`config.mk`:
```
export PLATFORM = sky130hd
export DESIGN_NAME = phy_interrupt_manager
export DESIGN_NICKNAME = d
export VERILOG_FILES = /design/src/phy_interrupt_manager.v
export VERILOG_INCLUDE_DIRS = /design/src /design/src/pkg
export SDC_FILE = /design/constraint.sdc
export NUM_CORES = 1
export LEC_CHECK = 0
export BUFFER_PORTS_ARGS = -buffer_cell sky130_fd_sc_hd__buf_2
export CORE_MARGIN = 2
export CORE_UTILIZATION = 45
export CTS_BUF_LIST = sky130_fd_sc_hd__clkbuf_16
export CTS_CLUSTER_DIAMETER = 60
export DETAILED_ROUTE_END_ITERATION = 12
export PLACE_DENSITY_LB_ADDON = 0.2
export SLEW_MARGIN = 20
export SYNTH_ARGS = -nofsm -noshare
export SYNTH_HDL_FRONTEND = slang
export SYNTH_SLANG_ARGS = --single-unit
```
`constraint.sdc`:
```
create_clock -name clk -period 4.42 [get_ports clk]
set_input_delay 0.884 -clock clk [delete_from_list [all_inputs] [get_ports clk]]
set_output_delay 0.884 -clock clk [all_outputs]
set_load 0.01 [all_outputs]
```
`src/pkg/phy_irq_defines.vh`:
```
`ifndef PHY_IRQ_DEFINES_VH
`define PHY_IRQ_DEFINES_VH

// ****************************************
// register byte addresses
// ****************************************
`define ADDR_FLAGS    32'h0000_0000
`define ADDR_MASK     32'h0000_0004
`define ADDR_CTRL     32'h0000_0008
`define ADDR_SOURCE   32'h0000_000c

// ****************************************
// bus answers
// ****************************************
`define RESP_OKAY     2'b00
`define RESP_SLVERR   2'b10

// ****************************************
// field layout
// ****************************************
`define CTRL_ALT_BIT  0
`define SRC_BITS      8'hfe
`define ENERGY_BIT    7
`define LINK_BIT      4
// sources whose return to idle releases the flag in primary mode
`define LEVEL_CLR     8'hee
// flags also released by a basic status read
`define BSR_CLR       8'h30
// flags also released by expansion read, renegotiation, link loss
`define EXP_CLR       8'h06

// ****************************************
// reset values
// ****************************************
`define FLAG_RST      8'h80
`define SYNC_RST      8'h80
`define MASK_RST      8'h00
`define CTRL_RST      1'b0

// ****************************************
// timing
// ****************************************
`define CLK_KHZ       100000
`define PULSE_TIME_MS 256
`define DELAY_TIME_MS 1000

`endif

```
`src/phy_interrupt_manager.v`:
```
// What this block does
// - drive active-low irq_out_n whenever an enabled source has an event
// - control bit selects mode: zero primary, one alternate, host writes it
// - after reset always primary mode; host reprograms alternate mode itself
// - both modes assert only for masked-in sources; only release differs
// - flags 7..1 map seven sources; link down falls, others rise
// - primary: release on source returning inactive (not link down) or flag register read
// - primary: basic status read releases remote fault and link down
// - primary: fault and page flags also released by expansion read, restart, loss
// - alternate: clearing a mask bit drops the output for that source
// - alternate: writing one tests source, clears flag only if released
// - alternate: release condition is source inactive; link down needs link up
// - energy released while present, then lost for one second, reasserts for 256 ms
// - energy status and its flag start at one after reset
// - mask one enables a source, zero masks it; masks reset to zero
`include "phy_irq_defines.vh"
`timescale 1ns/100ps
`default_nettype none

module phy_interrupt_manager #(
  parameter [31:0] PULSE_CYCLES = `PULSE_TIME_MS * `CLK_KHZ,
  parameter [31:0] DELAY_CYCLES = `DELAY_TIME_MS * `CLK_KHZ
) (
  input  wire        clk,
  input  wire        nrst,
  // axi4-lite slave
  input  wire [31:0] awaddr,
  input  wire        awvalid,
  output reg         awready,
  input  wire [31:0] wdata,
  input  wire [3:0]  wstrb,
  input  wire        wvalid,
  output reg         wready,
  output reg  [1:0]  bresp,
  output reg         bvalid,
  input  wire        bready,
  input  wire [31:0] araddr,
  input  wire        arvalid,
  output reg         arready,
  output reg  [31:0] rdata,
  output reg  [1:0]  rresp,
  output reg         rvalid,
  input  wire        rready,
  // source levels from the transceiver core
  input  wire        energy_present,
  input  wire        an_complete,
  input  wire        remote_fault,
  input  wire        link_status,
  input  wire        partner_ack,
  input  wire        par_det_fault,
  input  wire        page_received,
  // same-clock event pulses from the management logic
  input  wire        basic_status_read,
  input  wire        expansion_read,
  input  wire        an_restart,
  // interrupt outputs
  output reg         irq,
  output reg         irq_out_n
);

  // energy reassert sequencer: idle, waiting out the delay, pulsing the pin
  localparam [1:0] E_IDLE  = 2'h0;
  localparam [1:0] E_WAIT  = 2'h1;
  localparam [1:0] E_PULSE = 2'h2;

  // bit-indexable copies of the source layout; a shifted macro is eight bits
  // wide and would be cut silently where it meets a one-bit flop
  localparam [7:0] SYNC_INIT = `SYNC_RST;
  localparam [7:0] SRC_MASK  = `SRC_BITS;

  // ****************************************
  // source synchronisers and edge detect
  // ****************************************
  // bit 0 has no source and is tied low so flag bits line up with mask bits
  wire [7:0] src_raw = {energy_present, an_complete, remote_fault, link_status,
                        partner_ack, par_det_fault, page_received, 1'b0};
  reg  [7:0] sync_a;
  reg  [7:0] sync_b;
  reg  [7:0] src_prev;
  wire [7:0] act;
  wire [7:0] act_prev;
  wire [7:0] rise;

  // two synchroniser flops and one edge flop per source; energy starts high so power-up shows it present
  genvar gi;
  generate
    for (gi = 0; gi < 8; gi = gi + 1) begin : g_sync
      always @(posedge clk or negedge nrst) begin
        if (!nrst) begin
          sync_a[gi]   <= SYNC_INIT[gi];
          sync_b[gi]   <= SYNC_INIT[gi];
          src_prev[gi] <= SYNC_INIT[gi];
        end else begin
          sync_a[gi]   <= src_raw[gi];
          sync_b[gi]   <= sync_a[gi];
          src_prev[gi] <= sync_b[gi];
        end
      end
      // link down is active when link status is low
      if (gi == `LINK_BIT) begin : g_inv
        assign act[gi]      = ~sync_b[gi];
        assign act_prev[gi] = ~src_prev[gi];
      end else begin : g_pass
        assign act[gi]      = sync_b[gi] & SRC_MASK[gi];
        assign act_prev[gi] = src_prev[gi] & SRC_MASK[gi];
      end
      assign rise[gi] = act[gi] & ~act_prev[gi];
    end
  endgenerate

  // link loss is the rising edge of the inverted link term
  wire link_fall = act[`LINK_BIT] & ~act_prev[`LINK_BIT];

  // ****************************************
  // software registers
  // ****************************************
  // flag, mask and mode state plus the energy reassert timer
  reg  [7:0] flags;
  reg  [7:0] mask;
  reg        alt_mode;
  reg  [7:0] next_flags;
  reg        armed;
  reg  [1:0] e_state;
  reg [31:0] e_count;

  // ****************************************
  // axi4-lite write channel
  // ****************************************
  reg [31:0] aw_addr;
  reg        aw_full;
  reg [31:0] w_data;
  reg        w_strb0;
  reg        w_full;

  // a write executes once both halves are held and the last answer is
  // gone, which keeps exactly one write in flight
  wire       aw_take = awvalid & awready;
  wire       w_take  = wvalid & wready;
  wire       wr_go   = aw_full & w_full & ~bvalid;
  wire       next_aw_full = wr_go ? 1'b0 : (aw_full | aw_take);
  wire       next_w_full  = wr_go ? 1'b0 : (w_full | w_take);
  // register bits all sit in byte lane 0; the other strobes carry nothing
  wire       wr_lane = wr_go & w_strb0;
  wire       wr_flags = wr_lane & (aw_addr == `ADDR_FLAGS);
  wire       wr_mask  = wr_lane & (aw_addr == `ADDR_MASK);
  wire       wr_ctrl  = wr_lane & (aw_addr == `ADDR_CTRL);
  // anything outside the four words answers with an error and changes nothing
  wire       wr_known = (aw_addr == `ADDR_FLAGS) | (aw_addr == `ADDR_MASK) |
                        (aw_addr == `ADDR_CTRL) | (aw_addr == `ADDR_SOURCE);

  // address and data are held apart and may arrive in either order
  always @(posedge clk or negedge nrst) begin
    if (!nrst) begin
      aw_addr <= 32'h0000_0000;
      aw_full <= 1'b0;
      w_data  <= 32'h0000_0000;
      w_strb0 <= 1'b0;
      w_full  <= 1'b0;
      awready <= 1'b1;
      wready  <= 1'b1;
      bvalid  <= 1'b0;
      bresp   <= `RESP_OKAY;
    end else begin
      if (aw_take) begin
        aw_addr <= awaddr;
      end
      if (w_take) begin
        w_data  <= wdata;
        w_strb0 <= wstrb[0];
      end
      // ready drops as soon as a half is held, so a second half waits on the bus
      aw_full <= next_aw_full;
      w_full  <= next_w_full;
      awready <= ~next_aw_full;
      wready  <= ~next_w_full;
      // the answer stands until bready; the next write waits on it via wr_go
      if (wr_go) begin
        bvalid <= 1'b1;
        bresp  <= wr_known ? `RESP_OKAY : `RESP_SLVERR;
      end else if (bready) begin
        bvalid <= 1'b0;
      end
    end
  end

  // ****************************************
  // axi4-lite read channel
  // ****************************************
  // a flag read acts at the address handshake, the edge that captures rdata
  wire ar_take = arvalid & arready;
  wire rd_flags = ar_take & (araddr == `ADDR_FLAGS);

  // one read in flight; in primary mode the flag register read also releases flags
  always @(posedge clk or negedge nrst) begin
    if (!nrst) begin
      arready <= 1'b1;
      rvalid  <= 1'b0;
      rdata   <= 32'h0000_0000;
      rresp   <= `RESP_OKAY;
    end else if (ar_take) begin
      arready <= 1'b0;
      rvalid  <= 1'b1;
      rresp   <= `RESP_OKAY;
      case (araddr)
        `ADDR_FLAGS:  rdata <= {24'h00_0000, flags};
        `ADDR_MASK:   rdata <= {24'h00_0000, mask};
        `ADDR_CTRL:   rdata <= {31'h0000_0000, alt_mode};
        `ADDR_SOURCE: rdata <= {24'h00_0000, sync_b & `SRC_BITS};
        default: begin
          rdata <= 32'h0000_0000;
          rresp <= `RESP_SLVERR;
        end
      endcase
    // arready returns only as the data is taken, so one read stays in flight
    end else if (rvalid & rready) begin
      rvalid  <= 1'b0;
      arready <= 1'b1;
    end
  end

  // ****************************************
  // mode and mask registers
  // ****************************************
  // the mode bit never survives reset, so software must set it again
  always @(posedge clk or negedge nrst) begin
    if (!nrst) begin
      alt_mode <= `CTRL_RST;
      mask     <= `MASK_RST;
    end else begin
      if (wr_ctrl) begin
        alt_mode <= w_data[`CTRL_ALT_BIT];
      end
      if (wr_mask) begin
        mask <= w_data[7:0] & `SRC_BITS;
      end
    end
  end

  // ****************************************
  // source flags
  // ****************************************
  // release terms per mode; a new edge in the same cycle wins over any release
  wire [7:0] prim_clr = (~act & `LEVEL_CLR) |
                        {8{rd_flags}} |
                        ({8{basic_status_read}} & `BSR_CLR) |
                        ({8{expansion_read | an_restart | link_fall}} & `EXP_CLR);
  wire [7:0] alt_clr  = {8{wr_flags}} & w_data[7:0] & ~act;
  wire [7:0] clr      = alt_mode ? alt_clr : prim_clr;

  // set terms win over release, and bit 0 never holds anything
  always @* begin
    next_flags = (rise | (flags & ~clr)) & `SRC_BITS;
  end

  // energy flag comes up set, matching the energy status at power-up
  always @(posedge clk or negedge nrst) begin
    if (!nrst) begin
      flags <= `FLAG_RST;
    end else begin
      flags <= next_flags;
    end
  end

  // ****************************************
  // delayed energy reassertion
  // ****************************************
  // release of the energy flag and loss of energy, both from synchronised levels
  wire energy_cleared = flags[`ENERGY_BIT] & ~next_flags[`ENERGY_BIT];
  wire energy_fall    = ~act[`ENERGY_BIT] & act_prev[`ENERGY_BIT];
  // terminal count; each reload value is exactly the number of cycles spent
  wire e_last         = (e_count <= 32'h0000_0001);

  // arm when the energy flag is released while energy is still present;
  // a masked energy source never reasserts, hence the service hint
  always @(posedge clk or negedge nrst) begin
    if (!nrst) begin
      armed   <= 1'b0;
      e_state <= E_IDLE;
      e_count <= 32'h0000_0000;
    end else begin
      if (!mask[`ENERGY_BIT]) begin
        armed <= 1'b0;
      end else if (energy_cleared & act[`ENERGY_BIT]) begin
        armed <= 1'b1;
      end
      // delay and pulse share one down counter, so only one phase runs at a time
      case (e_state)
        E_IDLE: begin
          if (armed & energy_fall) begin
            e_state <= E_WAIT;
            e_count <= DELAY_CYCLES;
          end
        end
        E_WAIT: begin
          // energy back or mask cleared drops the pending reassert
          if (act[`ENERGY_BIT] | ~mask[`ENERGY_BIT]) begin
            e_state <= E_IDLE;
          end else if (e_last) begin
            e_state <= E_PULSE;
            e_count <= PULSE_CYCLES;
          end else begin
            e_count <= e_count - 32'h0000_0001;
          end
        end
        E_PULSE: begin
          // one pulse per arming; a fresh release is needed to arm again
          if (e_last || !mask[`ENERGY_BIT]) begin
            e_state <= E_IDLE;
            armed   <= 1'b0;
          end else begin
            e_count <= e_count - 32'h0000_0001;
          end
        end
        default: begin
          e_state <= E_IDLE;
        end
      endcase
    end
  end

  // ****************************************
  // interrupt output
  // ****************************************
  // the reassert pulse drives the pin without setting a flag; flag reads never show it
  wire pulse_on = (e_state == E_PULSE) & mask[`ENERGY_BIT];
  wire pend     = |(next_flags & mask) | pulse_on;

  // registered for a clean glitch-free pin; one clock of lag on each change
  always @(posedge clk or negedge nrst) begin
    if (!nrst) begin
      irq       <= 1'b0;
      irq_out_n <= 1'b1;
    end else begin
      irq       <= pend;
      irq_out_n <= ~pend;
    end
  end

endmodule // phy_interrupt_manager

`default_nettype wire
```
==> results.md <==
- The flow ran to the end, and the final reports show no timing, DRC or antenna violations.
- Among all flip-flop cells after synthesis, the most frequent one is sky130_fd_sc_hd__dfrtp_1.
- The completed layout was analyzed and its total power is 3.459 mW.
- Across the run, the number of max-cap violations was 0.
- The die is 122.3 µm tall.
- The cell count after synthesis is 577.
- The post-CTS setup-driven buffer insertion count is 0.
- The core occupancy in the finished layout is 54.44%.
- In this run, post-CTS repair resized a total of 0 instances.
- The HPWL after detailed placement is 10010 µm.
- After layout, the minimum clock period comes to 2997 ps.
- The starting density of the core is 45.75%.
- The total negative setup slack is 0 ps.
- The biggest fanout along the worst timing path is 14.
- The multi-input combinational cells in the finished layout cover a total of 2755 µm².
- For this design the ratio of total power to cell area is 461.3 nW/µm².
- The average instance area after synthesis is 10.92 µm².
- The hold violation count in the final report is 0.
- STA puts the critical path data arrival time at 3300 ps.
- For this design, the sink count on the clock tree is 131.
- After floorplanning, the core was sized to cover 13770 µm².
- The sort of element at the end of the critical path is a register.
- After routing the design area is 7498 µm².
- TritonCTS built the clock tree.
- The data required time at the worst endpoint is 4730 ps.
- The final setup violation count is 0.
- The die covers 14960 µm².
- The first global-routing pass estimated 23200 µm of wire.
- The async set or reset register ratio after synthesis is 100.0%.
- The post-synthesis cell type count is 67.
- The number of warnings reported in the yosys synthesis log is 0.
- The class of the tightest hold or removal check is reg2reg.
- The via count of the first global-routing pass came to 4724.
- The number of buffers inserted during clock tree synthesis is 17.
- For the pin with the worst max-slew slack, the measured transition is 964.8 ps.
- The timing startpoint of the critical path is e_state[0].
- The first detailed-routing pass ran for 5 iterations.
- The final standard cell count with taps included and fillers excluded is 881.
- Derived from the worst setup path, the maximum achievable clock frequency is 0.3337 GHz.
- The initial antenna violation count is 0.
- In this run, placement finished with an instance count of 849.
- Global routing consumed, over all layers together, 20.25% of the routing resources.
- Relative to the synthesized area, the layout overhead comes to 19.00%.
- Clock skew on the completed layout was measured at 6.810 ps.
- Headroom to the max-slew limit came out at 35.19%.
- The residual overflow from global routing is 0.
- Clock latency on the worst-skew pair, taken at its later pin, is 420 ps.
- Yosys mapped a number of flops with a built-in enable equal to 0.
- In this run the most critical hold path is launched from sync_a[1].
- The wire length per cell is 16.07 µm.
- Hold repair after CTS inserted 0 buffers.
- In this run the count of I/O pins placed on the die edge is 160.
- Setup repair after global routing left no endpoint under its margin.
- The post-route netlist has 30.53% of its cells at a drive strength greater than 1.
- The post-synthesis cell area is 6301 µm².
- The final route contains 4822 vias.
- IR analysis of the VDD net gives a maximum drop of 270.4 µV.
- The post-detailed-placement cell area is 6918 µm².
- The die extent in x is 122.3 µm.
- The number of fillers in the final layout is 1222.
- The post-route antenna net violation count is 0.
- The repair_antennas step left the layout with diodes totalling 0.
- The via density per instance is 5.473.
- In this run, the number of DRC markers left after iteration 0 of detailed routing was 319.
- Of the available clock period, the critical path in the final layout requires 67.80%.
- Counting along the longest clock path gives a buffer depth of 2.
- For this design the static power due to leakage is 3.490 nW.
- Registers take 3288 µm².
- The routed design has 14160 µm of wire.
- The part of the Yosys area used for sequential elements is 52.18%.
- The final layout contains 811 nets.
- After detailed routing, the number of remaining DRC violations is 0.
- Clock-pin slew was measured on the worst setup and hold paths at 60 ps.
- The final-report max-slew violation count is 0.
- The type of the worst setup path is reg2reg.
- The number of synthesized register bits is 131.
- The worst setup path is launched from a register.
- The H-tree depth is 4.
- The worst register-to-register path begins at e_state[0].
- The placer's final routability congestion estimate is 0.9081.
- During placement, the flow inserted port buffers numbering 106.
- The root buffer cell chosen for the clock tree is sky130_fd_sc_hd__clkbuf_16.
- Entering global routing, the biggest net connects 71 pins.
- The floorplan row count is 43.
## through the flow
step                setup WS (ps)  hold WS, ps
global placement             1142        338.1
global route                 1188        358.4
floorplan                    1726        331.2
detailed placement           1129        338.7
CTS                          1445        354.2
finish                       1423        351.7
## placed cells by master, fill, tap and decap left out, types with 7 or more instances in the layout
cell type                   count
sky130_fd_sc_hd__a21oi_1       13
sky130_fd_sc_hd__a2bb2oi_1      7
sky130_fd_sc_hd__buf_2        105
sky130_fd_sc_hd__buf_4          7
sky130_fd_sc_hd__clkbuf_16     17
sky130_fd_sc_hd__conb_1        26
sky130_fd_sc_hd__dfrtp_1      123
sky130_fd_sc_hd__dfstp_2        8
sky130_fd_sc_hd__inv_1         19
sky130_fd_sc_hd__mux2_2        46
sky130_fd_sc_hd__mux2i_1        8
sky130_fd_sc_hd__nand2_1       39
sky130_fd_sc_hd__nand3_1       15
sky130_fd_sc_hd__nand4_1       16
sky130_fd_sc_hd__nor2_1        44
sky130_fd_sc_hd__nor3_1        17
sky130_fd_sc_hd__nor4_1        19
sky130_fd_sc_hd__o21ai_0       39
sky130_fd_sc_hd__xor2_1        14
## final cells by class
class	count	share of cell area (%)
sequential	131	43.85
tap	180	3.004
clock buffer	17	5.673
clock inverter	15	2.069
timing repair buffer	112	7.709
multi-input combinational	407	36.74
inverter	19	0.9511
## where the power goes
group | internal [mW] | total (mW) | switching [mW]
clock network | 0.832 | 1.37 | 0.541
registers | 1.45 | 1.60 | 0.148
logic | 0.269 | 0.484 | 0.216
total | 2.56 | 3.46 | 0.904
## routing by layer
layer  global-route usage (%)  vias to the layer above  wire [µm]  share of wire [%]
met5                        0                        -          0                  0
met4                    6.753                        0        242                1.7
met3                    6.320                       23       1090                7.7
met2                    32.64                      181       6735                 48
met1                    26.01                     2342       6088                 43
li1                         -                     2276          -                  -
## Yosys cell counts, types with 5 or more instances
| cell type | count | share of area [%] |
|---|---|---|
| sky130_fd_sc_hd__buf_4 | 27 | 3.2 |
| sky130_fd_sc_hd__nand4_1 | 16 | 1.6 |
| sky130_fd_sc_hd__nor2_1 | 44 | 2.6 |
| sky130_fd_sc_hd__mux2_2 | 46 | 8.2 |
| sky130_fd_sc_hd__clkbuf_1 | 15 | 0.89 |
| sky130_fd_sc_hd__nand2b_1 | 5 | 0.50 |
| sky130_fd_sc_hd__o31ai_1 | 5 | 0.60 |
| sky130_fd_sc_hd__dfrtp_1 | 123 | 49 |
| sky130_fd_sc_hd__nand3_1 | 15 | 1.2 |
| sky130_fd_sc_hd__nor3_1 | 17 | 1.4 |
| sky130_fd_sc_hd__xor2_1 | 14 | 1.9 |
| sky130_fd_sc_hd__dfstp_2 | 8 | 3.3 |
| sky130_fd_sc_hd__o21ai_0 | 39 | 3.1 |
| sky130_fd_sc_hd__nor4_1 | 19 | 1.9 |
| sky130_fd_sc_hd__nand2_1 | 39 | 2.3 |
| sky130_fd_sc_hd__a21oi_1 | 13 | 1.0 |
| sky130_fd_sc_hd__a2bb2oi_1 | 7 | 0.97 |
| sky130_fd_sc_hd__a22o_1 | 6 | 0.83 |
| sky130_fd_sc_hd__inv_1 | 19 | 1.1 |
| sky130_fd_sc_hd__ha_1 | 6 | 1.2 |
| sky130_fd_sc_hd__mux2i_1 | 8 | 1.3 |
## flip-flops by register name (all words and copies together) (netlist names), 7 cells and up
name and count:
flags 7, sync_a 7, w_data 8, e_count 32, mask 7, rdata 8
aw_addr 32
## worst paths after layout
| check | slack [ps] | depth (start not counted) | to |
|---|---|---|---|
| worst max-delay path | 1420 | 8 | e_count[16] |
| worst min-delay path | 350 | 0 | act[1] |
| worst max register to register | 1420 | 8 | e_count[16] |
| worst min register to register | 350 | 0 | act[1] |
| max in group asynchronous | 2870 | 2 | arready |
| min in group asynchronous | 570 | 1 | act[2] |
## critical path, cell delays in order (launching register included)
cell	delay [ps]
sky130_fd_sc_hd__dfrtp_1	400
sky130_fd_sc_hd__inv_1	80
sky130_fd_sc_hd__ha_1	320
sky130_fd_sc_hd__inv_1	160
sky130_fd_sc_hd__o21ai_0	130
sky130_fd_sc_hd__a211oi_2	720
sky130_fd_sc_hd__and2_1	570
sky130_fd_sc_hd__o21ai_1	150
sky130_fd_sc_hd__a221o_1	360
## cell families after synthesis
logic type,share of synthesized area (%)
AND/OR/NAND/NOR,17.24
flip-flops,52.18
AO/OA/AOI/OAI,12.17
buffers and inverters,5.580
multiplexers,9.492
XOR/XNOR,2.085
adder cells (fa/ha/maj),1.191
other,0.05951
No activity file was read; power rests on OpenSTA's default activity.
